$ cat src/core/frwls_consts.vh
`ifndef FRWLS_CONSTS_VH
`define FRWLS_CONSTS_VH
// Register word addresses (Avalon word index)
`define FRWLS_ADDR_DATA_LOW 3'h0
`define FRWLS_ADDR_DATA_HIGH 3'h1
`define FRWLS_ADDR_ADDR_LOW 3'h2
`define FRWLS_ADDR_ADDR_HIGH 3'h3
`define FRWLS_ADDR_CONTROL 3'h4
`define FRWLS_ADDR_KEY 3'h5
`define FRWLS_ADDR_STATUS 3'h6
// Control bit positions
`define FRWLS_BIT_START 1
`define FRWLS_BIT_ENABLE 2
`define FRWLS_BIT_ERASE 4
`define FRWLS_BIT_LATCH_ONLY 5
`define FRWLS_BIT_CFG 6
`define FRWLS_BIT_ERROR 3
// Values
`define FRWLS_KEY_FIRST 8'h55
`define FRWLS_KEY_SECOND 8'hAA
`define FRWLS_BLANK 14'h3FFF
`define FRWLS_LATCHES 32
`define FRWLS_NOP_CYCLES 2
`define FRWLS_CLK_HZ 100000000
`define FRWLS_PROG_TIME_US 2000
`define FRWLS_PROG_CYCLES ((`FRWLS_PROG_TIME_US) * (`FRWLS_CLK_HZ / 1000000))
`endif

$ cat src/core/frwls_latch_bank.v
`timescale 1ns/1ps
`default_nettype none
`include "frwls_consts.vh"
module frwls_latch_bank (
  input wire clk,
  input wire rstN,
  input wire loadEn,
  input wire [4:0] loadIdx,
  input wire [13:0] loadData,
  input wire blankAll,
  input wire [4:0] readIdx,
  output wire [13:0] readData
);
  reg [13:0] latchQ [0:31];
  integer i;
  // Blank wins over load: a commit or erase ends with every latch blank
  always @(posedge clk or negedge rstN) begin
    if (!rstN) begin
      for (i = 0; i < `FRWLS_LATCHES; i = i + 1) begin
        latchQ[i] <= `FRWLS_BLANK;
      end
    end else if (blankAll) begin
      for (i = 0; i < `FRWLS_LATCHES; i = i + 1) begin
        latchQ[i] <= `FRWLS_BLANK;
      end
    end else if (loadEn) begin
      latchQ[loadIdx] <= loadData;
    end
  end
  assign readData = latchQ[readIdx];
endmodule
`default_nettype wire

$ cat src/core/frwls_sequencer.v
// What this block does
// - Programming start performs no automatic erase
// - Erase acts only on whole rows
// - One commit writes up to 32 latched words
// - Upper ten address bits row, low five latch
// - Commit targets only the selected row
// - Latches return blank after programming completes
// - Latches blank after erase; unloaded stay blank
// - Load or program only after uninterrupted unlock
// - Load copies 14-bit data pair into latch
// - Latch-only mode loads latch, no programming
// - Otherwise load latch then commit whole row
// - Commit: forced nops, stall, resume third instruction
// - Latch-only load: two forced nops, no stall
// - Erase or program stalls about 2 ms
// - Latches are 14 bits, reached via data
//
// Implementation choices: the register addresses and register access over Avalon-MM.
`timescale 1ns/1ps
`default_nettype none
`include "frwls_consts.vh"
module frwls_sequencer #(
  parameter PROG_CYCLES = `FRWLS_PROG_CYCLES
) (
  input wire ref_clk,
  input wire rst_n,
  input wire [2:0] avsAddress,
  input wire avsRead,
  input wire avsWrite,
  input wire [31:0] avsWriteData,
  output reg [31:0] avsReadData,
  output reg avsWaitRequest,
  output reg cpuForceNop,
  output reg cpuStall,
  output reg flashProgram,
  output reg flashErase,
  output reg [9:0] flashRow,
  output reg [4:0] flashWordIdx,
  output reg [13:0] flashWordData
);
  // ****************************************
  // Reset release
  // ****************************************
  reg rstMeta, rstSync;
  always @(posedge ref_clk or negedge rst_n) begin
    if (!rst_n) begin
      rstMeta <= 1'b0;
      rstSync <= 1'b0;
    end else begin
      rstMeta <= 1'b1;
      rstSync <= rstMeta;
    end
  end

  // ****************************************
  // States
  // ****************************************
  localparam [4:0] ST_IDLE = 5'h01;
  localparam [4:0] ST_NOP = 5'h02;
  localparam [4:0] ST_PROG = 5'h04;
  localparam [4:0] ST_ERASE = 5'h08;
  localparam [4:0] ST_DONE = 5'h10;

  reg [4:0] stateQ, stateD;
  reg [7:0] dataLowQ, dataHighQ, addrLowQ, addrHighQ;
  reg cfgQ, latchOnlyQ, eraseQ, errQ, enableQ, startQ;
  reg [1:0] keyStepQ;
  reg pendCommitQ, pendEraseQ;
  reg [1:0] nopCntQ;
  reg [31:0] waitCntQ;
  reg [4:0] dumpIdxQ;
  reg latchLoad, blankAll;
  wire [13:0] latchOut;
  wire [13:0] dataWord = {dataHighQ[5:0], dataLowQ};

  function [31:0] frwls_byte;
    input [7:0] b;
    begin
      frwls_byte = {24'h000000, b};
    end
  endfunction

  // ****************************************
  // Latch bank
  // ****************************************
  frwls_latch_bank uLatch (
    .clk(ref_clk),
    .rstN(rstSync),
    .loadEn(latchLoad),
    .loadIdx(addrLowQ[4:0]),
    .loadData(dataWord),
    .blankAll(blankAll),
    .readIdx(dumpIdxQ),
    .readData(latchOut)
  );

  // ****************************************
  // Bus access and unlock
  // ****************************************
  wire busWr = avsWrite && !avsWaitRequest;
  wire busRd = avsRead && !avsWaitRequest;
  wire ctrlWr = busWr && (avsAddress == `FRWLS_ADDR_CONTROL);
  wire keyWr = busWr && (avsAddress == `FRWLS_ADDR_KEY);
  wire startReq = ctrlWr && avsWriteData[`FRWLS_BIT_START] && !startQ;
  wire unlocked = (keyStepQ == 2'd2);
  wire accept = startReq && unlocked && avsWriteData[`FRWLS_BIT_ENABLE] && enableQ;
  wire busy = (stateQ != ST_IDLE);

  // ****************************************
  // Next state
  // ****************************************
  always @* begin
    latchLoad = 1'b0;
    blankAll = 1'b0;
    stateD = stateQ;
    case (stateQ)
      ST_IDLE: begin
        if (accept && !cfgQ) begin
          stateD = ST_NOP;
          latchLoad = !avsWriteData[`FRWLS_BIT_ERASE];
        end
      end
      ST_NOP: begin
        if (nopCntQ == 2'd1) begin
          if (pendEraseQ) begin
            stateD = ST_ERASE;
          end else if (pendCommitQ) begin
            stateD = ST_PROG;
          end else begin
            stateD = ST_DONE;
          end
        end
      end
      ST_PROG: begin
        if (waitCntQ == 32'd0) begin
          stateD = ST_DONE;
          blankAll = 1'b1;
        end
      end
      ST_ERASE: begin
        if (waitCntQ == 32'd0) begin
          stateD = ST_DONE;
          blankAll = 1'b1;
        end
      end
      ST_DONE: begin
        stateD = ST_IDLE;
      end
      default: begin
        stateD = ST_IDLE;
      end
    endcase
  end

  // ****************************************
  // Wait state
  // ****************************************
  // One wait state per access; requests taken when waitrequest low
  always @(posedge ref_clk or negedge rstSync) begin
    if (!rstSync) begin
      avsWaitRequest <= 1'b1;
    end else begin
      avsWaitRequest <= !((avsRead || avsWrite) && avsWaitRequest);
    end
  end

  // ****************************************
  // Unlock chain
  // ****************************************
  // Any other access breaks the chain
  always @(posedge ref_clk or negedge rstSync) begin
    if (!rstSync) begin
      keyStepQ <= 2'd0;
    end else if (keyWr && avsWriteData[7:0] == `FRWLS_KEY_FIRST) begin
      keyStepQ <= 2'd1;
    end else if (keyWr && keyStepQ == 2'd1 && avsWriteData[7:0] == `FRWLS_KEY_SECOND) begin
      keyStepQ <= 2'd2;
    end else if (busWr || busRd) begin
      keyStepQ <= 2'd0;
    end
  end

  // ****************************************
  // Read data
  // ****************************************
  // Loaded in the wait state so it stands at the taking edge;
  // status may therefore lag the state by one cycle
  wire rdSeen = avsRead && avsWaitRequest;
  always @(posedge ref_clk or negedge rstSync) begin
    if (!rstSync) begin
      avsReadData <= 32'h00000000;
    end else if (rdSeen) begin
      case (avsAddress)
        `FRWLS_ADDR_DATA_LOW: avsReadData <= frwls_byte(dataLowQ);
        `FRWLS_ADDR_DATA_HIGH: avsReadData <= frwls_byte(dataHighQ);
        `FRWLS_ADDR_ADDR_LOW: avsReadData <= frwls_byte(addrLowQ);
        `FRWLS_ADDR_ADDR_HIGH: avsReadData <= frwls_byte({1'b1, addrHighQ[6:0]});
        `FRWLS_ADDR_CONTROL: avsReadData <= frwls_byte({1'b1, cfgQ, latchOnlyQ,
          eraseQ, errQ, enableQ, startQ, 1'b0});
        `FRWLS_ADDR_STATUS: avsReadData <= frwls_byte({3'b000, stateQ});
        default: avsReadData <= 32'h00000000;
      endcase
    end
  end

  // ****************************************
  // Sequencer registers
  // ****************************************
  always @(posedge ref_clk or negedge rstSync) begin
    if (!rstSync) begin
      stateQ <= ST_IDLE;
      dataLowQ <= 8'h00;
      dataHighQ <= 8'h00;
      addrLowQ <= 8'h00;
      addrHighQ <= 8'h00;
      cfgQ <= 1'b0;
      latchOnlyQ <= 1'b0;
      eraseQ <= 1'b0;
      errQ <= 1'b0;
      enableQ <= 1'b0;
      startQ <= 1'b0;
      pendCommitQ <= 1'b0;
      pendEraseQ <= 1'b0;
      nopCntQ <= 2'd0;
      waitCntQ <= 32'h00000000;
      dumpIdxQ <= 5'h00;
      cpuForceNop <= 1'b0;
      cpuStall <= 1'b0;
      flashProgram <= 1'b0;
      flashErase <= 1'b0;
      flashRow <= 10'h000;
      flashWordIdx <= 5'h00;
      flashWordData <= 14'h0000;
    end else begin
      stateQ <= stateD;
      // ****************************************
      // Register writes, refused while busy
      // ****************************************
      if (busWr && !busy) begin
        case (avsAddress)
          `FRWLS_ADDR_DATA_LOW: dataLowQ <= avsWriteData[7:0];
          `FRWLS_ADDR_DATA_HIGH: dataHighQ <= {2'b00, avsWriteData[5:0]};
          `FRWLS_ADDR_ADDR_LOW: addrLowQ <= avsWriteData[7:0];
          `FRWLS_ADDR_ADDR_HIGH: addrHighQ <= {1'b1, avsWriteData[6:0]};
          `FRWLS_ADDR_CONTROL: begin
            cfgQ <= avsWriteData[`FRWLS_BIT_CFG];
            latchOnlyQ <= avsWriteData[`FRWLS_BIT_LATCH_ONLY];
            eraseQ <= avsWriteData[`FRWLS_BIT_ERASE];
            enableQ <= avsWriteData[`FRWLS_BIT_ENABLE];
            if (startReq) begin
              errQ <= !accept;
              startQ <= accept && !cfgQ;
            end else if (!avsWriteData[`FRWLS_BIT_ERROR]) begin
              errQ <= 1'b0;
            end
          end
          default: begin
          end
        endcase
      end
      // ****************************************
      // Sequencer outputs
      // ****************************************
      if (stateQ == ST_IDLE && stateD == ST_NOP) begin
        // Taken from the accepting write, as the latch load is, not the stored bits
        pendEraseQ <= avsWriteData[`FRWLS_BIT_ERASE];
        pendCommitQ <= !avsWriteData[`FRWLS_BIT_ERASE] &&
          !avsWriteData[`FRWLS_BIT_LATCH_ONLY];
        nopCntQ <= 2'd0;
        cpuForceNop <= 1'b1;
        flashRow <= {addrHighQ[6:0], addrLowQ[7:5]};
      end else if (stateQ == ST_NOP) begin
        nopCntQ <= nopCntQ + 2'd1;
        if (stateD != ST_NOP) begin
          cpuForceNop <= 1'b0;
          cpuStall <= (stateD != ST_DONE);
          waitCntQ <= PROG_CYCLES - 1;
          dumpIdxQ <= 5'h00;
          flashErase <= pendEraseQ;
        end
      end else if (stateQ == ST_PROG || stateQ == ST_ERASE) begin
        waitCntQ <= waitCntQ - 32'd1;
        // Latch words streamed out one per cycle; no erase here
        flashProgram <= (stateQ == ST_PROG) && (waitCntQ > PROG_CYCLES - 1 - `FRWLS_LATCHES);
        flashWordIdx <= dumpIdxQ;
        flashWordData <= latchOut;
        dumpIdxQ <= dumpIdxQ + 5'h01;
        if (stateD == ST_DONE) begin
          cpuStall <= 1'b0;
          flashErase <= 1'b0;
          flashProgram <= 1'b0;
        end
      end else if (stateQ == ST_DONE) begin
        startQ <= 1'b0;
        eraseQ <= 1'b0;
      end
    end
  end
endmodule
`default_nettype wire

$ cat config.mk
export PLATFORM = sky130hd
export DESIGN_NAME = frwls_sequencer
export DESIGN_NICKNAME = d
export VERILOG_FILES = /design/src/core/frwls_latch_bank.v /design/src/core/frwls_sequencer.v
export VERILOG_INCLUDE_DIRS = /design/src /design/src/core
export SDC_FILE = /design/constraint.sdc
export NUM_CORES = 1
export LEC_CHECK = 0
export BUFFER_PORTS_ARGS = -buffer_cell sky130_fd_sc_hd__buf_2
export CAP_MARGIN = 20
export CORE_ASPECT_RATIO = 0.7
export CORE_UTILIZATION = 60
export CTS_CLUSTER_SIZE = 40
export DETAILED_ROUTE_END_ITERATION = 7
export GPL_TIMING_DRIVEN = 0
export PLACE_DENSITY = 0.89
export SLEW_MARGIN = 10
export SYNTH_ARGS = -nofsm -noshare
export SYNTH_HDL_FRONTEND = slang
export SYNTH_SLANG_ARGS = --single-unit
$ cat constraint.sdc
create_clock -name ref_clk -period 18.9 [get_ports ref_clk]
set_input_delay 0.945 -clock ref_clk [delete_from_list [all_inputs] [get_ports ref_clk]]
set_output_delay 0.945 -clock ref_clk [all_outputs]
set_load 0.005 [all_outputs]
# [Word-level counts from Yosys, hierarchy flattened]
# Cells that the tools add are included.
[totals] ff_bits=599 latch_bits=0 ram_bits=0 mem_bits_ro=0 word_cells=199 mem_count=0
[op_classes] add_sub_neg=3 mul=0 div=0 order_cmp=4 n_eq_ne=23 shifts=0 n_mux=55 bitwise=4 n_reduce_logical=50
[op_table] operator="two-way mux 448 bit" n=2
[op_table] operator="bitwise mux 448 bit" n=1
[op_table] operator="two-way mux 32 bit" n=3
[op_table] operator="binary-select mux 14 bit (select 5 bit)" n=1
[op_table] operator="demux 14 bit (select 5 bit)" n=1
[op_table] operator="case mux 8 bit (6 select lines)" n=1
[op_table] operator="two-way mux 14 bit" n=3
[op_table] operator="two-way mux 5 bit" n=8
[op_table] operator="> comparator 32 x 18 -> 1 bit (second input constant)" n=1
[op_table] operator="zero test 32 bit" n=1
[op_table] operator="subtractor 32 x 1 -> 32 bit (second input constant)" n=1
[op_table] operator="two-way mux 1 bit" n=29
[op_table] operator="logical AND 1 bit" n=20
[op_table] operator="case mux 5 bit (3 select lines)" n=1
[op_table] operator=">= comparator 6 bit (second input constant)" n=2
[op_table] operator="inverter 5 -> 6 bit" n=2
[op_table] operator="AND reduction 2 bit" n=6
[op_table] operator="== test 5 x 2 -> 1 bit (second input constant)" n=2
[op_table] operator="== test 5 bit (second input constant)" n=2
[op_table] operator="two-way mux 2 bit" n=5
[op_table] operator="nonzero test 2 bit" n=5
[op_table] operator="== test 3 bit (second input constant)" n=3
[op_table] operator="AND reduction 3 bit" n=3
[op_table] operator="== test 8 x 7 -> 1 bit (second input constant)" n=1
[op_table] operator="22 further kinds" n=35

# [Logic depth before layout (Yosys ltp)]
[logic_depth] depth_word=16 ltp_mapped=10

# [Cells and area by module]
# Synthesis repeated with hierarchy kept, for this count alone.
[hier_totals] cells_unflattened=2796 hier_area_um2=29642.2
[modules_own_cells] mod="frwls_latch_bank" n_inst=1 cells_per_inst=2176 area_each_um2=23433.7
[modules_own_cells] mod="frwls_sequencer" n_inst=1 cells_per_inst=620 area_each_um2=6208.5

# [Worst setup path before layout]
# OpenSTA, ideal clock, no wires.
[synth_path] path_kind="input to register" start="input avsAddress[1]" end="register uLatch.latchQ[101] in the netlist's numbering" arrival_time_ps=2864 t_required_ps=18820 setup_slack_ps=15957 path_stages=7 path_buffers=3 cell_sequence="clkbuf_1 > nor4_1 > clkbuf_1 > nand4_1 > clkbuf_1 > nand2_1 > nand3_2"
[synth_between] elab_chain_len=11
[synth_lines] item="start: declaration" line_no="frwls_sequencer.v:27" rtl="input wire [2:0] avsAddress,"
[synth_lines] item="== test 3 bit"
[synth_lines] item="logical AND 1 bit" line_no="frwls_sequencer.v:102" rtl="wire ctrlWr = busWr && (avsAddress == `FRWLS_ADDR_CONTROL);"
[synth_lines] item="logical AND 1 bit (2 in a row)" line_no="frwls_sequencer.v:104" rtl="wire startReq = ctrlWr && avsWriteData[`FRWLS_BIT_START] && !startQ;"
[synth_lines] item="logical AND 1 bit (3 in a row)" line_no="frwls_sequencer.v:106" rtl="wire accept = startReq && unlocked && avsWriteData[`FRWLS_BIT_ENABLE] && enableQ;"
[synth_lines] item="logical AND 1 bit" line_no="frwls_sequencer.v:118" rtl="if (accept && !cfgQ) begin"
[synth_lines] item="two-way mux 1 bit" line_no="frwls_sequencer.v:118"
[synth_lines] item="two-way mux 1 bit" line_no="frwls_sequencer.v:116" rtl="case (stateQ)"
[synth_lines] item="nonzero test 2 bit (no source line)"
[synth_lines] item="end signal: indexed assignment" line_no="frwls_latch_bank.v:20" rtl="latchQ[i] <= `FRWLS_BLANK;"
[synth_lines] item="end signal: indexed assignment" line_no="frwls_latch_bank.v:24" rtl="latchQ[i] <= `FRWLS_BLANK;"
[synth_lines] item="end signal: indexed assignment" line_no="frwls_latch_bank.v:27" rtl="latchQ[loadIdx] <= loadData;"
[synth_lines] item="end: declaration" line_no="frwls_latch_bank.v:14" rtl="reg [13:0] latchQ [0:31];"
# Every way passes these cells.
# A chain may end at the register's enable or synchronous reset.

# [Worst setup path after layout]
[layout_path] start="register dumpIdxQ[0]" end="register flashWordData[8]"
[layout_between] elab_chain_len=4
[layout_lines] item="start: declaration" line_no="frwls_sequencer.v:71" rtl="reg [4:0] dumpIdxQ;"
[layout_lines] item="start signal: assignment" line_no="frwls_sequencer.v:287" rtl="dumpIdxQ <= dumpIdxQ + 5'h01;"
[layout_lines] item="inverter 5 -> 6 bit (not written as such)" line_no="frwls_latch_bank.v:30" rtl="assign readData = latchQ[readIdx];"
[layout_lines] item="binary-select mux 14 bit (select 5 bit)" line_no="frwls_latch_bank.v:30"
[layout_lines] item="two-way mux 14 bit (not written as such) (2 in a row)" line_no="frwls_latch_bank.v:30"
[layout_lines] item="end signal: assignment" line_no="frwls_sequencer.v:286" rtl="flashWordData <= latchOut;"
[layout_lines] item="end: declaration" line_no="frwls_sequencer.v:39" rtl="output reg [13:0] flashWordData"
# Every way passes these cells. The select of a mux whose other input is x is not followed.

==> flow_summary.ini <==
[floorplan]
start_util_pct = 61.26
ios = 105
core_sq_mm = 0.05120
die_width_um = 275.3
num_rows = 69
die_area_sq_mm = 0.05321
die_y_um = 193.3

[global_routing]
grt_pass1_vias = 25300
antenna_found_initial = 5
grt_pass1_wl_um = 161900
grt_usage_pct = 40.99
overflow = 0
grt_max_degree = 70

[sta]
setup_violations = 0
finalHoldViolations = 0
worstMarginPinSlew_ns = 1.228
finalCriticalPeriod_ns = 4.349
fmax_mhz = 229.9
finClkSkew_ns = 0.02895
slew_headroom_pct = 18.12
rsz0062_at_grt = no
min_period_over_period_pct = 23.01
slew_violations = 0

[placed_design]
io_buffers = 55
dp_hpwl_um = 77800
placed_cell_area_sq_mm = 0.03290
place_congestion = 1.009

[yosys]
synth_area_sq_mm = 0.03136
ys_seq_area_share_pct = 47.67
synth_cells = 2917
ys.flop_type = dfstp_2
synth_top_cell_by_area = dfstp_2
yosysMostFrequentCell = nand2_1
synthTopCellsByCount = 961 x nand2_1, 450 x dfstp_2, 390 x nand3_2
synth_edf_count = 0
ys_types = 67
yosys.area.top_type_share_pct = 37.70
synth_seq_cells = 575
syn_avg_cell_area_sq_um = 10.75
synthTopCellsByArea = dfstp_2 38%, nand3_2 12%, nand2_1 12%, dfrtp_1 10%, mux4_2 8.2%
async_reset_ff_share_pct = 100.0
ys_warn_count = 0

[setup_path]
cp.arrival_ns = 4.90
cp-start-kind = flop
reg2reg_to = flashWordData[8]$_DFFE_PN0P_
worstPathRequired_ns = 19.46
worst-setup-path-type = flop to flop
crit_fanout = 10
endpoint_kind = flop
reg2reg_depth = 8
reg2reg_slack_ns = 14.55
timing.rr.start = dumpIdxQ[0]$_DFFE_PN0P_

[finish]
final_nets = 3117
diodes = 0
final_core_util_pct = 68.27
drive_gt1_share_pct = 42.73
area_delta_synth_final_pct = 11.45
final_cell_area_sq_mm = 0.03495

[route]
wl_per_cell_um = 28.37
drt_first_pass_iters = 8
num_vias = 25650
drt-total-wl_um = 107700
drc = 0
drt_iter0_drc = 3681
viasPerCell = 6.757
ant_nets = 0

[clock_network]
clock-root-buffer = clkbuf_16
cts_tree = done
cts_buffer_depth = 3
cts_buffers = 55
insertion_delay_ns = 0.64
cts_setup_buffers = 0
ctsHoldBuffers = 0
cts_sinks = 575
cts-htree-levels = 2
clkTransAtPathRegs_ns = 0.07
cts.repair.resized = 0

[min_path]
hp-class = input pin to asynchronous set/reset pin

[pwr]
power_density_mw_per_mm2 = 81.62
p_leak_nw = 14.80
peakVddDrop_mv = 0.07071

[job]
drv_cap = 0

[run_status]
status = completed
-- power by group --
group	total, mW	switching (mW)	internal (mW)
combinational	0.355	0.280	0.0748
clock	1.22	0.515	0.704
sequential	1.28	0.0184	1.26
-- cell usage in the layout, fill, tap and decap left out, types with 19 or more instances in the layout --
| master | instances |
|---|---|
| buf_1 | 22 |
| nand3_1 | 55 |
| buf_4 | 27 |
| clkbuf_1 | 156 |
| dfrtp_1 | 124 |
| nand4_1 | 38 |
| o22ai_1 | 40 |
| mux2_2 | 47 |
| o21ai_0 | 45 |
| buf_2 | 92 |
| mux4_2 | 114 |
| buf_12 | 30 |
| dfstp_2 | 450 |
| buf_6 | 22 |
| nor4_4 | 22 |
| nor2_1 | 47 |
| nand2_1 | 961 |
| nand2b_1 | 19 |
| clkbuf_16 | 57 |
| mux2i_1 | 62 |
| conb_1 | 25 |
| nand3_2 | 390 |
| nor3_1 | 27 |
-- worst max-delay path, stage by stage, from the launching register on --
cell	delay, ns
dfrtp_1	0.46
clkbuf_1	0.77
buf_2	0.58
buf_2	0.52
buf_2	0.45
mux2i_1	0.31
a311oi_1	0.66
o21ai_0	0.37
nand2_1	0.13
-- flip-flops by register name, summed over array words and instances (netlist names), 2 cells and up --
name,flops
uLatch.latchQ,448
keyStepQ,2
avsReadData,8
waitCntQ,32
nopCntQ,2
dataLowQ,8
dataHighQ,6
stateQ,5
dumpIdxQ,5
addrHighQ,7
flashWordData,14
flashWordIdx,5
addrLowQ,8
flashRow,10
-- area by class of cell --
class	count	area (sq um)
timing repair buffer	78	694.4
fill	3668	16240
multi-input combinational	2077	14620
sequential	575	14960
tap	674	843.3
inverter	9	33.78
clock inverter	22	334.1
buffer	279	1857
clock buffer	82	1620
-- stage by stage --
| stage | hold slack (ns) | total power, mW | instances | TNS (ns) | worst slack [ns] |
|---|---|---|---|---|---|
| floorplan | 0.3312 | 1.471 | 2940 | 0 | 2.473 |
| global placement | 0.3371 | 1.610 | 3669 | -404.63 | -3.388 |
| detailed placement | 0.3457 | 1.629 | 3683 | 0 | 15.00 |
| CTS | 0.07482 | 2.823 | 3787 | 0 | 14.99 |
| global route | 0.08509 | 2.908 | 3796 | 0 | 14.54 |
| finish | 0.08974 | 2.853 | 3796 | 0 | 14.55 |
-- how the worst max path moves through the flow --
stage	from	end	cells past startpoint
6_report	dumpIdxQ[0]$_DFFE_PN0P_	flashWordData[8]$_DFFE_PN0P_	8
5_1_grt	dumpIdxQ[0]$_DFFE_PN0P_	flashWordData[8]$_DFFE_PN0P_	8
4_1_cts	dumpIdxQ[0]$_DFFE_PN0P_	flashWordData[6]$_DFFE_PN0P_	8
3_5_place_dp	avsAddress[1]	waitCntQ[24]$_DFFE_PN0P_	9
3_3_place_gp	rstSync$_DFF_PN0_	flashWordData[10]$_DFFE_PN0P_	0
2_1_floorplan	rstSync$_DFF_PN0_	addrHighQ[0]$_DFFE_PN0P_	0
-- routing by layer --
metal | routed length [um] | track usage, % | vias to the layer above
met3 | 17030 | 16.58 | 375
met2 | 44430 | 56.13 | 2027
li1 | - | - | 10350
met1 | 40740 | 57.12 | 12890
met4 | 5264 | 17.97 | 15
met5 | 215 | 0 | -
-- cell families (layout without fill, tap and decap cells) --
family	after synthesis	count (layout)	share of synthesized area [%]
adder cells (fa/ha/maj)	3	3	0.1197
AND/OR/NAND/NOR	1671	1671	31.20
flip-flops	575	575	47.67
XOR/XNOR	2	2	0.05586
multiplexers	223	223	11.85
buffers and inverters	288	470	6.024
AO/OA/AOI/OAI	153	153	3.056
other	2	25	0.02394
Note: power is estimated with default switching activity, not from simulation.
